$ cat src/shared/pwr_good_params.svh
// Register offsets, field positions and reset values of the power-good block.
// Assumes inclusion by bare name from any design file that needs them.
`ifndef PWR_GOOD_PARAMS_SVH
`define PWR_GOOD_PARAMS_SVH

`define PG_ADDR_CTRL1     8'h15
`define PG_ADDR_CTRL2     8'h16
`define PG_ADDR_FAULT     8'h17
`define PG_ADDR_RESET     8'h18
`define PG_ADDR_EVENTS    8'h19

`define PG_CTRL1_POL_BIT  7
`define PG_CTRL2_TWARN_BIT 2
`define PG_CTRL2_SRC_BIT  1
`define PG_CTRL2_MODE_BIT 0
`define PG_RESET_CMD_BIT  0
`define PG_EVENT_FALL_BIT 7

`define PG_CTRL1_RESET    8'h00
`define PG_CTRL2_RESET    8'h00
`define OUTPUT_FAULT_LATCH_RESET    4'h0
`define PG_NUM_OUTPUTS    4

`endif

$ cat src/shared/pwr_good_pkg.sv
// Types shared by the power-good control logic.
// Assumes nothing beyond a SystemVerilog compiler.
`default_nettype none
package pwr_good_pkg;
  // Operating mode of the power-good output.
  typedef enum logic [0:0] {
    MODE_GATED      = 1'b0,
    MODE_CONTINUOUS = 1'b1
  } power_good_op_mode_t;
endpackage
`default_nettype wire

$ cat src/rtl/power_good_fault_reset_ctrl.sv
// Power-good generation, fault latches, soft reset and fall event flag.
// Assumes a byte register port driven by the serial interface logic on
// ref_clk, and analog status levels that arrive asynchronously.
`default_nettype none
`include "pwr_good_params.svh"

module power_good_fault_reset_ctrl
  import pwr_good_pkg::*;
#(
  parameter int N = `PG_NUM_OUTPUTS
) (
  input  wire logic         ref_clk,
  input  wire logic         rst,
  input  wire logic [7:0]   reg_addr,
  input  wire logic         reg_wr,
  input  wire logic [7:0]   reg_wdata,
  input  wire logic         reg_rd,
  output logic      [7:0]   reg_rdata,
  input  wire logic [N-1:0] output_valid,
  input  wire logic [N-1:0] output_enabled,
  input  wire logic [N-1:0] startup_done,
  input  wire logic         thermal_warn,
  output logic              power_good_out,
  output logic              soft_reset_cmd
);
  logic [N-1:0] valid_m, valid_s, en_m, en_s, up_m, up_s;
  logic         twarn_m, twarn_s;
  logic [7:0]   ctrl1_q, ctrl1_d;
  logic [2:0]   ctrl2_q, ctrl2_d;
  logic         rst_cmd_q, rst_cmd_d;
  logic         evt_q, evt_d;
  logic         pg_active_q, pg_active_d;
  logic         pin_q, pin_d;
  logic [7:0]   rdata_q, rdata_d;
  logic [N-1:0] contrib, fail_now, fault_clr, fault_q;
  logic         fall, wr_evt, bad;
  power_good_op_mode_t mode;

  // True when the address equals the given register address, whether or not a write is strobed.
  function automatic logic hit(input logic [7:0] a, input logic [7:0] t);
    hit = (a == t);
  endfunction

  ////////////////////////////////////////////////////////////////////////////
  // Two-flop synchronisers for analog status levels.
  always_ff @(posedge ref_clk or posedge rst) begin
    if (rst) begin
      valid_m <= '0;
      valid_s <= '0;
      en_m    <= '0;
      en_s    <= '0;
      up_m    <= '0;
      up_s    <= '0;
      twarn_m <= 1'b0;
      twarn_s <= 1'b0;
    end else begin
      valid_m <= output_valid;
      valid_s <= valid_m;
      en_m    <= output_enabled;
      en_s    <= en_m;
      up_m    <= startup_done;
      up_s    <= up_m;
      twarn_m <= thermal_warn;
      twarn_s <= twarn_m;
    end
  end

  ////////////////////////////////////////////////////////////////////////////
  // Monitoring selection and failure detection.
  assign mode = power_good_op_mode_t'(ctrl2_q[`PG_CTRL2_MODE_BIT]);
  assign contrib = ctrl1_q[N-1:0] &
                   ((mode == MODE_CONTINUOUS) ? {N{1'b1}} : (en_s & up_s));
  assign fail_now = contrib & ~valid_s;
  assign wr_evt   = reg_wr && hit(reg_addr, `PG_ADDR_EVENTS);
  assign fault_clr = (reg_wr && hit(reg_addr, `PG_ADDR_FAULT)) ?
                     (reg_wdata[N-1:0] & valid_s) : '0;

  fault_latch_bank #(
    .N (N)
  ) u_faults (
    .ref_clk (ref_clk),
    .rst     (rst),
    .clr_all (rst_cmd_q),
    .set_req (fail_now),
    .clr_req (fault_clr),
    .flags_q (fault_q)
  );

  ////////////////////////////////////////////////////////////////////////////
  // Power-good level, pin polarity and fall detection.
  always_comb begin
    if (ctrl2_q[`PG_CTRL2_SRC_BIT]) begin
      bad = |fault_q | |fail_now; // A fresh fault counts before it latches.
    end else begin
      bad = |fail_now;
    end
    if (ctrl2_q[`PG_CTRL2_TWARN_BIT] && twarn_s) begin
      bad = 1'b1;
    end
    pg_active_d = !bad;
    pin_d = pg_active_d ^ ctrl1_q[`PG_CTRL1_POL_BIT];
    fall  = pg_active_q && !pg_active_d;
  end

  ////////////////////////////////////////////////////////////////////////////
  // Register writes, soft reset and event flag next values.
  always_comb begin
    ctrl1_d   = ctrl1_q;
    ctrl2_d   = ctrl2_q;
    rst_cmd_d = 1'b0;
    evt_d     = evt_q;
    if (rst_cmd_q) begin
      ctrl1_d = `PG_CTRL1_RESET;
      ctrl2_d = 3'(`PG_CTRL2_RESET);
      evt_d   = 1'b0;
    end else begin
      if (reg_wr && hit(reg_addr, `PG_ADDR_CTRL1)) begin
        ctrl1_d = reg_wdata;
      end
      if (reg_wr && hit(reg_addr, `PG_ADDR_CTRL2)) begin
        ctrl2_d = reg_wdata[2:0];
      end
      if (reg_wr && hit(reg_addr, `PG_ADDR_RESET)) begin
        rst_cmd_d = reg_wdata[`PG_RESET_CMD_BIT];
      end
      if (wr_evt && reg_wdata[`PG_EVENT_FALL_BIT]) begin
        evt_d = 1'b0;
      end
    end
    if (fall) begin
      evt_d = 1'b1;
    end
  end

  ////////////////////////////////////////////////////////////////////////////
  // Read data mux, registered one cycle after the read strobe.
  always_comb begin
    rdata_d = rdata_q;
    if (reg_rd) begin
      case (reg_addr)
        `PG_ADDR_CTRL1:  rdata_d = ctrl1_q;
        `PG_ADDR_CTRL2:  rdata_d = {5'h00, ctrl2_q};
        `PG_ADDR_FAULT:  rdata_d = {{(8-N){1'b0}}, fault_q};
        `PG_ADDR_RESET:  rdata_d = 8'h00;
        `PG_ADDR_EVENTS: rdata_d = {evt_q, 7'h00};
        default:         rdata_d = 8'h00;
      endcase
    end
  end

  ////////////////////////////////////////////////////////////////////////////
  // State registers.
  always_ff @(posedge ref_clk or posedge rst) begin
    if (rst) begin
      ctrl1_q     <= `PG_CTRL1_RESET;
      ctrl2_q     <= 3'(`PG_CTRL2_RESET);
      rst_cmd_q   <= 1'b0;
      evt_q       <= 1'b0;
      pg_active_q <= 1'b0;
      pin_q       <= 1'b1;
      rdata_q     <= 8'h00;
    end else begin
      ctrl1_q     <= ctrl1_d;
      ctrl2_q     <= ctrl2_d;
      rst_cmd_q   <= rst_cmd_d;
      evt_q       <= evt_d;
      pg_active_q <= pg_active_d;
      pin_q       <= pin_d;
      rdata_q     <= rdata_d;
    end
  end

  assign power_good_out = pin_q;
  assign soft_reset_cmd = rst_cmd_q; // One-cycle pulse to reload and serial.
  assign reg_rdata      = rdata_q;
endmodule
`default_nettype wire

$ cat src/rtl/fault_latch_bank.sv
// Bank of sticky per-output fault flags for the power-good logic.
// Assumes set and clear requests come from logic on the same clock.
`default_nettype none
`include "pwr_good_params.svh"

module fault_latch_bank #(
  parameter int N = `PG_NUM_OUTPUTS
) (
  input  wire logic         ref_clk,
  input  wire logic         rst,
  input  wire logic         clr_all,
  input  wire logic [N-1:0] set_req,
  input  wire logic [N-1:0] clr_req,
  output logic      [N-1:0] flags_q
);
  logic [N-1:0] flags_d;

  ////////////////////////////////////////////////////////////////////////////
  // Next flag values; a new fault beats a per-output clear in the same cycle, but clr_all beats both.
  always_comb begin
    flags_d = flags_q;
    if (clr_all) begin
      flags_d = `OUTPUT_FAULT_LATCH_RESET;
    end else begin
      flags_d = (flags_q & ~clr_req) | set_req;
    end
  end

  always_ff @(posedge ref_clk or posedge rst) begin
    if (rst) begin
      flags_q <= `OUTPUT_FAULT_LATCH_RESET;
    end else begin
      flags_q <= flags_d;
    end
  end
endmodule
`default_nettype wire

$ cat config.mk
export PLATFORM = sky130hd
export DESIGN_NAME = power_good_fault_reset_ctrl
export DESIGN_NICKNAME = d
export VERILOG_FILES = /design/src/shared/pwr_good_pkg.sv /design/src/rtl/power_good_fault_reset_ctrl.sv /design/src/rtl/fault_latch_bank.sv
export VERILOG_INCLUDE_DIRS = /design/src /design/src/shared
export SDC_FILE = /design/constraint.sdc
export NUM_CORES = 1
export LEC_CHECK = 0
export ABC_AREA = 0
export BUFFER_PORTS_ARGS = -buffer_cell sky130_fd_sc_hd__buf_2
export CORE_ASPECT_RATIO = 0.9
export CORE_MARGIN = 2
export CORE_UTILIZATION = 30
export DETAILED_ROUTE_END_ITERATION = 12
export PLACE_DENSITY = 0.48
export SLEW_MARGIN = 25
export SYNTH_ARGS = -nofsm -noshare
export SYNTH_HDL_FRONTEND = slang
export SYNTH_SLANG_ARGS = --single-unit
$ cat constraint.sdc
create_clock -name ref_clk -period 4.86 [get_ports ref_clk]
set_clock_uncertainty 0.15 [all_clocks]
set_input_delay 0.972 -clock ref_clk [delete_from_list [all_inputs] [get_ports ref_clk]]
set_output_delay 0.972 -clock ref_clk [all_outputs]
set_load 0.01 [all_outputs]
# Word level (Yosys, flattened, before mapping)
# Index checks and enable logic that the tools add are counted.
# Widths: inputs -> output; s select.
[word_totals] register_bits=53 input_bits=33 elab_cells=60
[op_classes] eq_ne=5 n_mux=15 bitwise=10 reduce_logical=14
[op_table] op="$eq 8x5->1 const B" n=5
[op_table] op="$pmux 8 s4" n=1
[op_table] op="$and 4x4->4" n=5
[op_table] op="$mux 8" n=2
[op_table] op="$mux 4" n=3
[op_table] op="$logic_and 1x1->1" n=8
[op_table] op="$not 4->4" n=2
[op_table] op="$reduce_or 4->1" n=2
[op_table] op="$mux 1" n=7
[op_table] op="$mux 3" n=2
[op_table] op="$or 4x4->4" n=1
[op_table] op="$reduce_bool 2->1" n=2
[op_table] op="$reduce_bool 3->1" n=1
[op_table] op="$logic_not 1->1" n=1
[op_table] op="$or 1x1->1" n=1
[op_table] op="$xor 1x1->1" n=1

# Depth between registers and ports, before layout
# Gate-level depths: netlist of the first run.
[depth] depth_word=10 depth_mapped=6 ltp_nobuf=4

# Modules after synthesis
# Synthesis of the first run repeated with hierarchy kept, for this count alone.
[unflattened] hier_cells=160 hier_area_um2=2038.2
[modules_own_cells] mod="power_good_fault_reset_ctrl" instances=1 cells_per_inst=143 area_per_inst_um2=1874.3
[modules_own_cells] mod="fault_latch_bank" instances=1 cells_per_inst=17 area_per_inst_um2=163.9

# Least setup slack after synthesis of the first run
# No wires, ideal clock.
[synth_timing] path_kind="input to register" from="input port reg_addr[0]" to="register rdata_q[0], in the netlist reg_rdata[0]" setup_ps=121 arrival_time_ps=1887 required_ps=4589 path_slack_ps=2702 stages=6 path_buffers=2 path_cell_list="buf_2 -> nor2b_1 -> and3_4 -> buf_6 -> o2bb2ai_1 -> a22o_2"
[synth_via] elab_chain_len=2 elab_cells_between_ends=5
[synth_rtl] element="start: declaration" line="power_good_fault_reset_ctrl.sv:14" text="input wire logic [7:0] reg_addr,"
[synth_rtl] element="$eq 8x5->1" line="power_good_fault_reset_ctrl.sv:140" text="case (reg_addr)"
[synth_rtl] element="$pmux 8 s4 *" line="power_good_fault_reset_ctrl.sv:140"
[synth_rtl] element="end signal: assignment" line="power_good_fault_reset_ctrl.sv:169" text="rdata_q <= rdata_d;"
[synth_rtl] element="end: declaration" line="power_good_fault_reset_ctrl.sv:34" text="logic [7:0] rdata_q, rdata_d;"
# Mark *: on every way between the ends. The rest lies on a longest branch, timed or not.
# A chain may end at the register's enable or synchronous reset.

# Worst setup path after layout of the first run
[layout_timing] from="register rst_cmd_q, in the netlist soft_reset_cmd" to="output port soft_reset_cmd"
[layout_rtl] element="start: declaration" line="power_good_fault_reset_ctrl.sv:30" text="logic rst_cmd_q, rst_cmd_d;"
[layout_rtl] element="start signal: assignment" line="power_good_fault_reset_ctrl.sv:165" text="rst_cmd_q <= rst_cmd_d;"
[layout_rtl] element="end: declaration" line="power_good_fault_reset_ctrl.sv:24" text="output logic soft_reset_cmd"
# No word-level cell between the ends.

==> results of run 1 <==
==> per-layer routing <==
layer  vias to the layer above  GRT usage  share of wire
met5                         -          0              0
met4                         0     0.0323         0.0042
met3                         2     0.0330          0.059
met2                        52      0.180           0.43
met1                       599      0.163           0.51
li1                        651          -              -
==> cell type report <==
type / instances / area [sq um]
clock buffers: 5 / 68.8
inverters: 7 / 28.8
well taps: 90 / 113
clock inverters: 3 / 21.3
multi-input cells: 93 / 629
flip-flops and latches: 53 / 1330
repair buffers: 42 / 210
fillers: 687 / 4150
==> final timing paths <==
check | startpoint | endpoint | cells past startpoint
max | soft_reset_cmd | soft_reset_cmd | 1
min | valid_m[0] | valid_s[0] | 0
max reg2reg | ctrl2_q[0] | evt_q | 4
min reg2reg | valid_m[0] | valid_s[0] | 0
max in group asynchronous | rst | reg_rdata[3] | 2
min in group asynchronous | rst | en_m[0] | 2
==> cells in the final DEF, fill, tap and decap left out <==
| cell type | Yosys | layout |
|---|---|---|
| dfrtp_1 | 52 | 52 |
| buf_2 | 2 | 42 |
| nand2_1 | 16 | 16 |
| a21oi_1 | 13 | 13 |
| nand3_1 | 9 | 9 |
| mux2i_1 | 7 | 7 |
| o2bb2ai_1 | 7 | 7 |
| inv_1 | 7 | 6 |
| clkbuf_8 | 0 | 5 |
| nor2b_1 | 4 | 4 |
| nor2_1 | 4 | 4 |
| o21bai_1 | 4 | 4 |
| a31oi_1 | 4 | 4 |
| nor3b_1 | 3 | 3 |
| nand4_1 | 3 | 3 |
| a22o_1 | 2 | 2 |
| o32ai_1 | 2 | 2 |
| a22o_2 | 2 | 2 |
| o21ai_0 | 1 | 1 |
| nor4b_4 | 1 | 1 |
| and2_2 | 1 | 1 |
| a32o_1 | 1 | 1 |
| and4_1 | 1 | 1 |
| nand2b_1 | 1 | 1 |
| o41ai_1 | 1 | 1 |
| nor4_4 | 1 | 1 |
| and3_4 | 1 | 1 |
| nor3_2 | 1 | 1 |
| nor3_1 | 1 | 1 |
| xor2_1 | 1 | 1 |
| and4_2 | 1 | 1 |
| inv_4 | 0 | 1 |
| clkinv_2 | 0 | 1 |
| clkinvlp_4 | 0 | 1 |
| inv_6 | 0 | 1 |
| dfstp_2 | 1 | 1 |
==> state kept, by name, indices dropped and copies added, names as in the netlist, 3 cells and up <==
| signal | count |
|---|---|
| reg_rdata | 8 |
| ctrl2_q | 3 |
| ctrl1_q | 8 |
| u_faults.flags_q | 4 |
| up_m | 4 |
| valid_m | 4 |
| valid_s | 4 |
| en_m | 4 |
| en_s | 4 |
| up_s | 4 |
==> cells by family after synthesis <==
family,count (synthesis),share of synthesized area
buffers and inverters,13,0.0292
XOR/XNOR,1,0.00435
AND/OR/NAND/NOR,48,0.144
multiplexers,7,0.0348
AO/OA/AOI/OAI,37,0.129
flip-flops,53,0.659
==> stage by stage <==
step	instances	setup slack, ns	utilization	cell area (sq um)	total power [W]
after detailed placement	285	2.27	0.352	2310	0.000537
after global placement	285	2.31	0.352	2310	0.000536
after CTS	293	2.42	0.366	2400	0.000781
after global routing	293	2.35	0.366	2400	0.000807
after floorplan	159	2.45	-	2020	0.000509
final	293	2.46	0.366	2400	0.000769
==> power by group through the flow <==
stage / Clock (W) / Combinational (W) / Sequential (W)
after detailed placement: 0 / 0.0000559 / 0.000481
after floorplan: 0 / 0.0000313 / 0.000478
final: 0.000242 / 0.0000550 / 0.000472
after global placement: 0 / 0.0000554 / 0.000481
after global routing: 0.000270 / 0.0000623 / 0.000474
after CTS: 0.000253 / 0.0000561 / 0.000472
==> impl_results.md, run 1 <==
- 1st-iter DRT viols: 68
- Most instantiated cells after synthesis: dfrtp_1 (52), nand2_1 (16), a21oi_1 (13)
- Run status: finished clean
- Initial Utilization: 0.308
- Switching pwr: 0.000182 W
- Delay-heaviest family, CP: flip-flops
- Wirelength per Cell: between 10 and 15 um
- Max VDD drop: around 0.00016 V
- Yosys synthesis warning count: 0
- CP required: around 3.7 ns
- Clock share of power: 0.315
- Worst-Margin Slew: between 0.6 and 0.7 ns
- Total GRT Usage: 0.117
- Number of global-route vias before repair: ~1300
- Seq/Total Area, Yosys: 0.659
- Grt total ovfl: 0
- Syn Nets: about 190
- CTS Buf Count: 5
- Hold Path Class: reg2reg
- Top cell type's share of synthesized area: 0.646
- Critical path, cell by cell: buf_2
- Slowest CP cell: dfrtp_1
- Die ar.: between 7000 and 8000 sq um
- Final setup violating endpoints: 0
- Antenna-violating nets left: 0
- CTS max path bufs: 2
- # DRC: 0
- FFs w/ async S/R, synth: 1.00
- Relative max-transition margin: 0.573
- Port Buffers: 42
- Area leader, netlist: dfrtp_1
- First-pass GRT wire length: ~6600 um
- Cells resized by post-CTS repair: 0
- Net count, final: between 200 and 250
- First-pass DRT Iterations: 4
- Worst-skew pair later-pin latency: roughly 0.3 ns
- Synth unique cells: 33
- Core area: roughly 6600 sq um
- Max-slew violations: 0
- Die Wd: between 90 and 100 um
- Comb pwr share: 0.072
- Root buf cell: clkbuf_8
- Post-DP HPWL: ~2900 um
- Seq pwr share: 0.614
- Die height: approximately 82 um
- Ranking of synthesized cells by area: dfrtp_1 (65%), mux2i_1 (3.5%), a21oi_1 (3.2%), o2bb2ai_1 (3.0%), nand2_1 (3.0%)
- Tcrit/Tclk final: 0.495
- Switching part of the total: 0.237
- P&R area growth vs syn: 19.0%
- CTS sink cnt: between 50 and 60
- Mapped Cells: 159
- WL final: 4020 um
- Layout cells sized above 1: 0.296
- Fin. Hold Viols: 0
- Crit. End Element: primary output
- Final RePlAce weighted congestion: between 0.7 and 0.8
- Number of max-cap violations: 0
- Internal Power: roughly 0.00059 W
- I/O Pins: 43
- # Post-CTS Setup Buffers: 0
- Top_reg_cell synth: dfrtp_1
- Worst Path Class, Setup: reg2out
- TritonCTS clock tree: yes
- Largest stage delay, worst path: around 0.74 ns
- Max Fanout on Critical Path: 18
- Placement Rows: 28
- CP Launch Type: flop
- Reg clk slew, reported paths: 0.09 ns
- Vias: around 1300
- Leak: about 1.1 nW
- Post-CTS Hold Buffers: 0
- Largest net degree at the start of global routing: 54
- Peak Freq: 0.416 GHz
- FF+latch count, synth: 53
- H-tree depth: 2
- Reg2reg setup slack: about 3.3 ns
- Initial antenna violation count: 0
- Number of synthesized flops with an enable pin: 0
- CP Buf/Inv Count: 1
- Mapped Area: between 2000 and 2500 sq um
- Most common cell in the synthesized netlist: dfrtp_1
- Syn_area_per_cell: ~13 sq um
- PD cells: about 320 nW/um^2
- RSZ-0062 raised after global routing: no
- Crit path time final: ~2.4 ns
- Via/cell ratio: ~4.5
- Fin Setup TNS: 0 ns
- Hold Slack: approximately 0.20 ns
- Arrival @ worst endpoint: between 1 and 1.5 ns
- Antenna cells: 0
Note: power is estimated with default switching activity, not from simulation.
==> inputs of run 2 (changes only) <==
- ABC_AREA: 0 -> 1
- PLACE_DENSITY: 0.48 -> 0.5
- clock period: 4.86 -> 2.1 ns (I/O delays scaled with it)
==> run 2 against run 1 <==
Clock power rose by 130%. Via count rose by 17%. Sequential share of layout area fell by 2.7 points. Routed wire length rose by 2.9%. Design area rose by 5.1%. Global-route usage barely moved. Hold slack got worse by 0.20 ns. Power rose by 130%. Cell count rose by 23%.
==> impl_results.md, run 2 <==
- CTS Buf Count: 5 (unchanged)
- CTS sink cnt: 53 (unchanged)
- P&R area growth vs syn: 17.9% (was 19.0%)
- Cell depth of the worst flop-to-flop path: 3 (was 4)
- Place WS: 0.364 ns (was 2.27 ns)
- Vias: 1527 (was 1304)
- Area leader, netlist: dfrtp_1 (unchanged)
- Cells resized by post-CTS repair: 0 (unchanged)
- GR Layer Usage met2: 0.163 (was 0.180)
- Max-slew violations: 0 (unchanged)
- Most common cell in the synthesized netlist: nand2_1 (was dfrtp_1)
- Number of synthesized flops with an enable pin: 0 (unchanged)
- WL final: 4140 um (was 4020 um)
- Tcrit/Tclk final: 0.721
- Delay-heaviest family, CP: flip-flops (unchanged)
- Wirelength per Cell: 11.5 um (was 13.7 um)
- CP required: 1.53 ns (was 3.74 ns)
- Hold Path Class: in2async (was reg2reg)
- Initial antenna violation count: 0 (unchanged)
- Syn Nets: 255 (was 192)
- Root buf cell: clkbuf_8 (unchanged)
- FFs w/ async S/R, synth: 1.00 (unchanged)
- Core area: 6970 sq um (was 6550 sq um)
- # DRC: 0 (unchanged)
- Worst-Margin Slew: 0.405 ns (was 0.640 ns)
- Most used routing layer in global routing: met1 (was met2)
- Run status: finished clean (unchanged)
- First-pass GRT wire length: 7070 um (was 6630 um)
- Via/cell ratio: 4.23 (was 4.45)
- Hold Slack: 0.00324 ns (was 0.204 ns)
- Syn_area_per_cell: 9.63 sq um (was 12.7 sq um)
- # Post-CTS Setup Buffers: 0 (unchanged)
- 1st-iter DRT viols: 116 (was 68)
- Worst-skew pair later-pin latency: 0.30 ns (about the same)
- CTS max path bufs: 2 (unchanged)
- Arrival @ worst endpoint: 0.94 ns (was 1.28 ns)
- CP Launch Type: flop (unchanged)
- Seq/Total Area, Yosys: 0.621 (was 0.659)
- Number of global-route vias before repair: 1449 (was 1322)
- Port Buffers: 42 (unchanged)
- CP Launch Point: power_good_out (was soft_reset_cmd)
- Largest stage delay, worst path: 0.53 ns (was 0.74 ns)
- Met1 usage: 0.173 (was 0.163)
- Final RePlAce weighted congestion: 0.798 (was 0.764)
- Post-CTS Hold Buffers: 0 (unchanged)
- Fill count: 737 (was 687)
- Grt total ovfl: 0 (unchanged)
- Yosys synthesis warning count: 0 (unchanged)
- CP Depth: 1 (unchanged)
- Die height: 84.1 um (was 81.8 um)
- Commonest non-fill, non-tap cells in the layout: nand2_1 (67), dfrtp_1 (52), buf_2 (42) (was dfrtp_1 (52), buf_2 (42), nand2_1 (16))
- Reg clk slew, reported paths: 0.09 ns (about the same)
- Top_reg_cell synth: dfrtp_1 (unchanged)
- Met3 Use GR: 0.0334 (was 0.0330)
- Antenna cells: 0 (unchanged)
- Ranking of synthesized cells by area: dfrtp_1 (61%), nand2_1 (12%), nand3_1 (7.0%), inv_1 (4.4%), nand3_2 (1.9%) (was dfrtp_1 (65%), mux2i_1 (3.5%), a21oi_1 (3.2%), o2bb2ai_1 (3.0%), nand2_1 (3.0%))
- Post-DP HPWL: 3000 um (was 2910 um)
- Layout cells sized above 1: 0.254 (was 0.296)
- Number of max-cap violations: 0 (unchanged)
- Post-layout util: 0.362 (was 0.366)
- Relative max-transition margin: 0.729 (was 0.573)
- PD cells: 711 nW/um^2 (was 320 nW/um^2)
- R2r startpoint: soft_reset_cmd (was ctrl2_q[0])
- Crit. End Element: primary output (unchanged)
- Placed insts: 353 (was 285)
- Critical path, cell by cell: buf_2 (unchanged)
- H-tree depth: 2 (unchanged)
- Antenna-violating nets left: 0 (unchanged)
- Final setup violating endpoints: 0 (unchanged)
- Synth unique cells: 21 (was 33)
- Post-route setup slack: 0.586 ns (was 2.46 ns)
- I/O Pins: 43 (unchanged)
- Worst Path Class, Setup: reg2out (unchanged)
- FF+latch count, synth: 53 (unchanged)
- Fin. Hold Viols: 0 (unchanged)
- Most instantiated cells after synthesis: nand2_1 (67), dfrtp_1 (52), nand3_1 (30) (was dfrtp_1 (52), nand2_1 (16), a21oi_1 (13))
- Net count, final: 300 (was 235)
- Slowest CP cell: dfstp_2 (was dfrtp_1)
- Layout Cells excl Fill: 361 (was 293)
- Die ar.: 7820 sq um (was 7390 sq um)
- Commonest non-fill, non-tap cell in the layout: nand2_1 (was dfrtp_1)
- Largest net degree at the start of global routing: 54 (unchanged)
- Mapped Cells: 222 (was 159)
- RSZ-0062 raised after global routing: no (unchanged)
- Mapped Area: 2140 sq um (was 2020 sq um)
- Initial Utilization: 0.307 (was 0.308)
- Top cell type's share of synthesized area: 0.609 (was 0.646)
- Peak Freq: 0.660 GHz
- First-pass DRT Iterations: 4 (unchanged)
- Max VDD drop: 0.000420 V (was 0.000161 V)
- Leak: 1.32 nW (was 1.11 nW)
- Crit path time final: approximately 1.5 ns
- CP Buf/Inv Count: 1 (unchanged)
- Fin Setup TNS: 0 ns (unchanged)
- Max Fanout on Critical Path: 1 (was 18)
- Placement Rows: 29 (was 28)
- TritonCTS clock tree: yes (unchanged)
- Die Wd: 93.0 um (was 90.4 um)
- Total GRT Usage: 0.117 (about the same)
## run 2: changes by cell type after synthesis, moves of 4 or more
cell,delta
mux2i_1,-7
o2bb2ai_1,-7
nand2_1,+51
nand3_1,+21
o21bai_1,-4
nor2b_1,-4
nor2_1,+6
inv_1,+18
a21oi_1,-9
nand3_2,+4
a31oi_1,-4
o21ai_0,+4
## run 2: worst paths after layout
| check | slack (ns) | to |
|---|---|---|
| setup reg to reg | 0.61 | soft_reset_cmd |
| setup / recovery | 0.59 | power_good_out |
| min in group ref_clk | 0.07 | en_m[3] |
| hold reg to reg | 0.20 | valid_s[0] |
| hold / removal | 0.003 | up_m[3] |
| max in group asynchronous | 1.52 | power_good_out |
## run 2: layout make-up
| class | instances | area [sq um] | share of cell area |
|---|---|---|---|
| Clock buffer | 6 | 72.6 | 0.0288 |
| Multi-Input combinational cell | 137 | 652 | 0.259 |
| Timing Repair Buffer | 45 | 245 | 0.0973 |
| Tap cell | 93 | 116 | 0.0462 |
| Clock inverter | 2 | 13.8 | 0.00546 |
| Inverter | 25 | 93.8 | 0.0372 |
| Sequential cell | 53 | 1330 | 0.527 |
## run 2: cell families after synthesis
group	Yosys count	synth area share
AND/OR/NAND/NOR	123	0.266
AO/OA/AOI/OAI	14	0.0392
buffers and inverters	32	0.0743
flip-flops	53	0.621
## run 2: report_power, final
part / internal (W) / switching (W) / total (W)
logic: 0.0000532 / 0.0000839 / 0.000137
clock network: 0.000238 / 0.000321 / 0.000559
registers: 0.00107 / 0.0000244 / 0.00110
## run 2: stage by stage
stage | area (sq um) | power (W)
2_1_floorplan | 2140 | 0.00119
3_3_place_gp | 2430 | 0.00126
3_5_place_dp | 2430 | 0.00126
4_1_cts | 2520 | 0.00183
5_1_grt | 2520 | 0.00190
6_report | 2520 | 0.00179
## run 2: per-layer routing
metal  routed length (um)  up-vias
met3                  228        2
met1                 2030      691
met2                 1850       43
met4                   25        0
met5                    0        -
li1                     -      791
==> inputs of run 3 (changes only) <==
- PLACE_DENSITY: 0.5 -> 0.48
- clock period: 2.1 -> 1.4 ns (I/O delays scaled with it)
==> run 3 against run 2 <==
Design area grew 13%. Sequential power up 49%. Sequential share of layout area down 5.9 points. Die area unchanged. Register-to-register slack got worse by 0.52 ns. Global-route usage rose by 0.51 points. Highest routed layer unchanged.
==> impl_results.md, run 3 (synthesis results as in run 2) <==
- Worst Path Class, Setup: reg2out (unchanged)
- Seq pwr share: 0.581 (was 0.611)
- First-pass DRT Iterations: 6 (was 4)
- Port Buffers: 42 (unchanged)
- Commonest non-fill, non-tap cells in the layout: nand2_1 (58), dfrtp_1 (51), buf_2 (41) (was nand2_1 (67), dfrtp_1 (52), buf_2 (42))
- Final RePlAce weighted congestion: 0.806 (was 0.798)
- First-pass GRT wire length: 7470 um (was 7070 um)
- Commonest non-fill, non-tap cell in the layout: nand2_1 (unchanged)
- Number of global-route vias before repair: 1561 (was 1449)
- Clock share of power: 0.323 (was 0.312)
- Grt total ovfl: 0 (unchanged)
- H-tree depth: 2 (unchanged)
- Worst-skew pair later-pin latency: 0.31 ns (was 0.30 ns)
- Total GRT Usage: 0.122 (was 0.117)
- TritonCTS clock tree: yes (unchanged)
- CP Launch Type: flop (unchanged)
- Run status: finished clean (unchanged)
- Placed Area: 2560 sq um (was 2430 sq um)
- Initial antenna violation count: 0 (unchanged)
- Wirelength per Cell: 11.2 um (was 11.5 um)
- Worst Hold Path Cells: 3
- CP required: 0.97 ns (was 1.53 ns)
- Switching pwr: 0.000715 W (was 0.000429 W)
- Die Wd: 93.0 um (unchanged)
- Reg clk slew, reported paths: 0.10 ns (was 0.09 ns)
- Layout cells sized above 1: 0.327 (was 0.254)
- Hold Path End: ctrl1_q[5]
- Multi-input logic area: 687 sq um (was 652 sq um)
- Comb pwr share: 0.097 (was 0.077)
- Antenna-violating nets left: 0 (unchanged)
- Delay-heaviest family, CP: flip-flops (unchanged)
- Crit Reg-Reg Endpoint: soft_reset_cmd (unchanged)
- Net count, final: 329 (was 300)
- Max-slew violations: 0 (unchanged)
- Place WS: -0.0402 ns (was 0.364 ns)
- Placement Rows: 29 (unchanged)
- Post-DP HPWL: 3210 um (was 3000 um)
- Cell depth of the worst flop-to-flop path: 3 (unchanged)
- Reg2reg setup slack: 0.09 ns (was 0.61 ns)
- Worst-Margin Slew: 0.397 ns (was 0.405 ns)
- RSZ-0062 raised after global routing: no (unchanged)
- Largest stage delay, worst path: 0.47 ns (was 0.53 ns)
- Slowest CP cell: dfrtp_2 (was dfstp_2)
- Fin. Hold Viols: 0 (unchanged)
- Hold Path Class: in2reg (was in2async)
- Post-route setup slack: 0.0336 ns (was 0.586 ns)
- HP Start: reg_wdata[5]
- CTS Buf Count: 5 (unchanged)
- Number of max-cap violations: 0 (unchanged)
- Hold Slack: 0.0438 ns (was 0.00324 ns)
- Die ar.: 7820 sq um (unchanged)
- WL final: 4370 um (was 4140 um)
- Initial Utilization: 0.307 (unchanged)
- Crit. End Element: primary output (unchanged)
- Core area: 6970 sq um (unchanged)
- 1st-iter DRT viols: 95 (was 116)
- Final Instance Area: 2840 sq um (was 2520 sq um)
- Sequential cell area: 1330 sq um (about the same)
- Tcrit/Tclk final: 0.976
- Antenna cells: 0 (unchanged)
- Internal Power: 0.00211 W (was 0.00136 W)
- Die height: 84.1 um (unchanged)
- Relative max-transition margin: 0.735 (was 0.729)
- R2r startpoint: soft_reset_cmd (unchanged)
- PD cells: 994 nW/um^2 (was 711 nW/um^2)
- Vias: 1620 (was 1527)
- CTS sink cnt: 53 (unchanged)
- Max VDD drop: 0.000555 V (was 0.000420 V)
- CP Buf/Inv Count: 1 (unchanged)
- Largest net degree at the start of global routing: 54 (unchanged)
- Overall Power: 0.00283 W (was 0.00179 W)
- Crit path time final: approximately 1.4 ns
- CTS max path bufs: 2 (unchanged)
- Root buf cell: clkbuf_8 (unchanged)
- Peak Freq: around 0.73 GHz
- Leak: 1.47 nW (was 1.32 nW)
- P&R area growth vs syn: 33.0% (was 17.9%)
- Critical path, cell by cell: buf_2 (unchanged)
- Switching part of the total: 0.253 (was 0.240)
- Fill count: 726 (was 737)
- Max Fanout on Critical Path: 6 (was 1)
- # DRC: 0 (unchanged)
- Post-layout util: 0.408 (was 0.362)
- Via/cell ratio: 4.15 (was 4.23)
- Arrival @ worst endpoint: 0.94 ns (about the same)
- Final setup violating endpoints: 0 (unchanged)
- I/O Pins: 43 (unchanged)
-- run 3: cell count changes in the layout (fill, tap and decap cells not counted), sizes merged --
cell | before | now
clkbuf | 6 | 5
clkinvlp | 0 | 1
buf | 45 | 60
dlygate4sd3 | 0 | 14
-- run 3: cell type report --
cell class              count  share of cell area
clock inverters             3              0.0101
multi-input cells         137               0.242
well taps                  93              0.0409
repair buffers             74               0.182
inverters                  25              0.0343
flip-flops and latches     53               0.467
clock buffers               5              0.0242
-- run 3: routing by layer --
metal  vias up  wire length [um]  GRT usage
li1        846                 -          -
met1       733              2180      0.170
met2        37              1940      0.186
met3         4               212     0.0298
met4         0                40     0.0388
met5         -                 0          0
-- run 3: worst max path at each step --
stage / slack (ns) / endpoint / start / depth (start not counted)
2_1_floorplan: 0.12 / soft_reset_cmd / soft_reset_cmd / 4
3_3_place_gp: -0.03 / reg_rdata[0] / reg_addr[1] / 8
3_5_place_dp: -0.04 / reg_rdata[0] / reg_addr[1] / 8
4_1_cts: 0.02 / power_good_out / power_good_out / 1
5_1_grt: 0.002 / power_good_out / power_good_out / 1
6_report: 0.03 / soft_reset_cmd / soft_reset_cmd / 1
-- run 3: repair_timing --
item / CTS / global route
buffers inserted: 0 / 1
gates resized for setup: 2 / 13
pin swaps: 0 / 1
endpoints found under the hold margin: 65 / 0
endpoints found under the setup margin: 3 / 4
cloned: 0 / 0
hold buffers: 14 / 0
-- run 3: stage by stage --
| step | setup TNS, ns | cells |
|---|---|---|
| after floorplan | 0 | 222 |
| after detailed placement | -0.239 | 368 |
| final | 0 | 390 |
| after global placement | -0.110 | 368 |
| after global routing | 0 | 390 |
| after CTS | 0 | 389 |
-- run 3: power groups by stage --
stage	registers, W	logic, W	clock network, W
after CTS	0.00164	0.000262	0.000959
after global routing	0.00165	0.000312	0.00102
final	0.00164	0.000274	0.000913
after global placement	0.00167	0.000229	0
after floorplan	0.00166	0.000123	0
after detailed placement	0.00167	0.000232	0
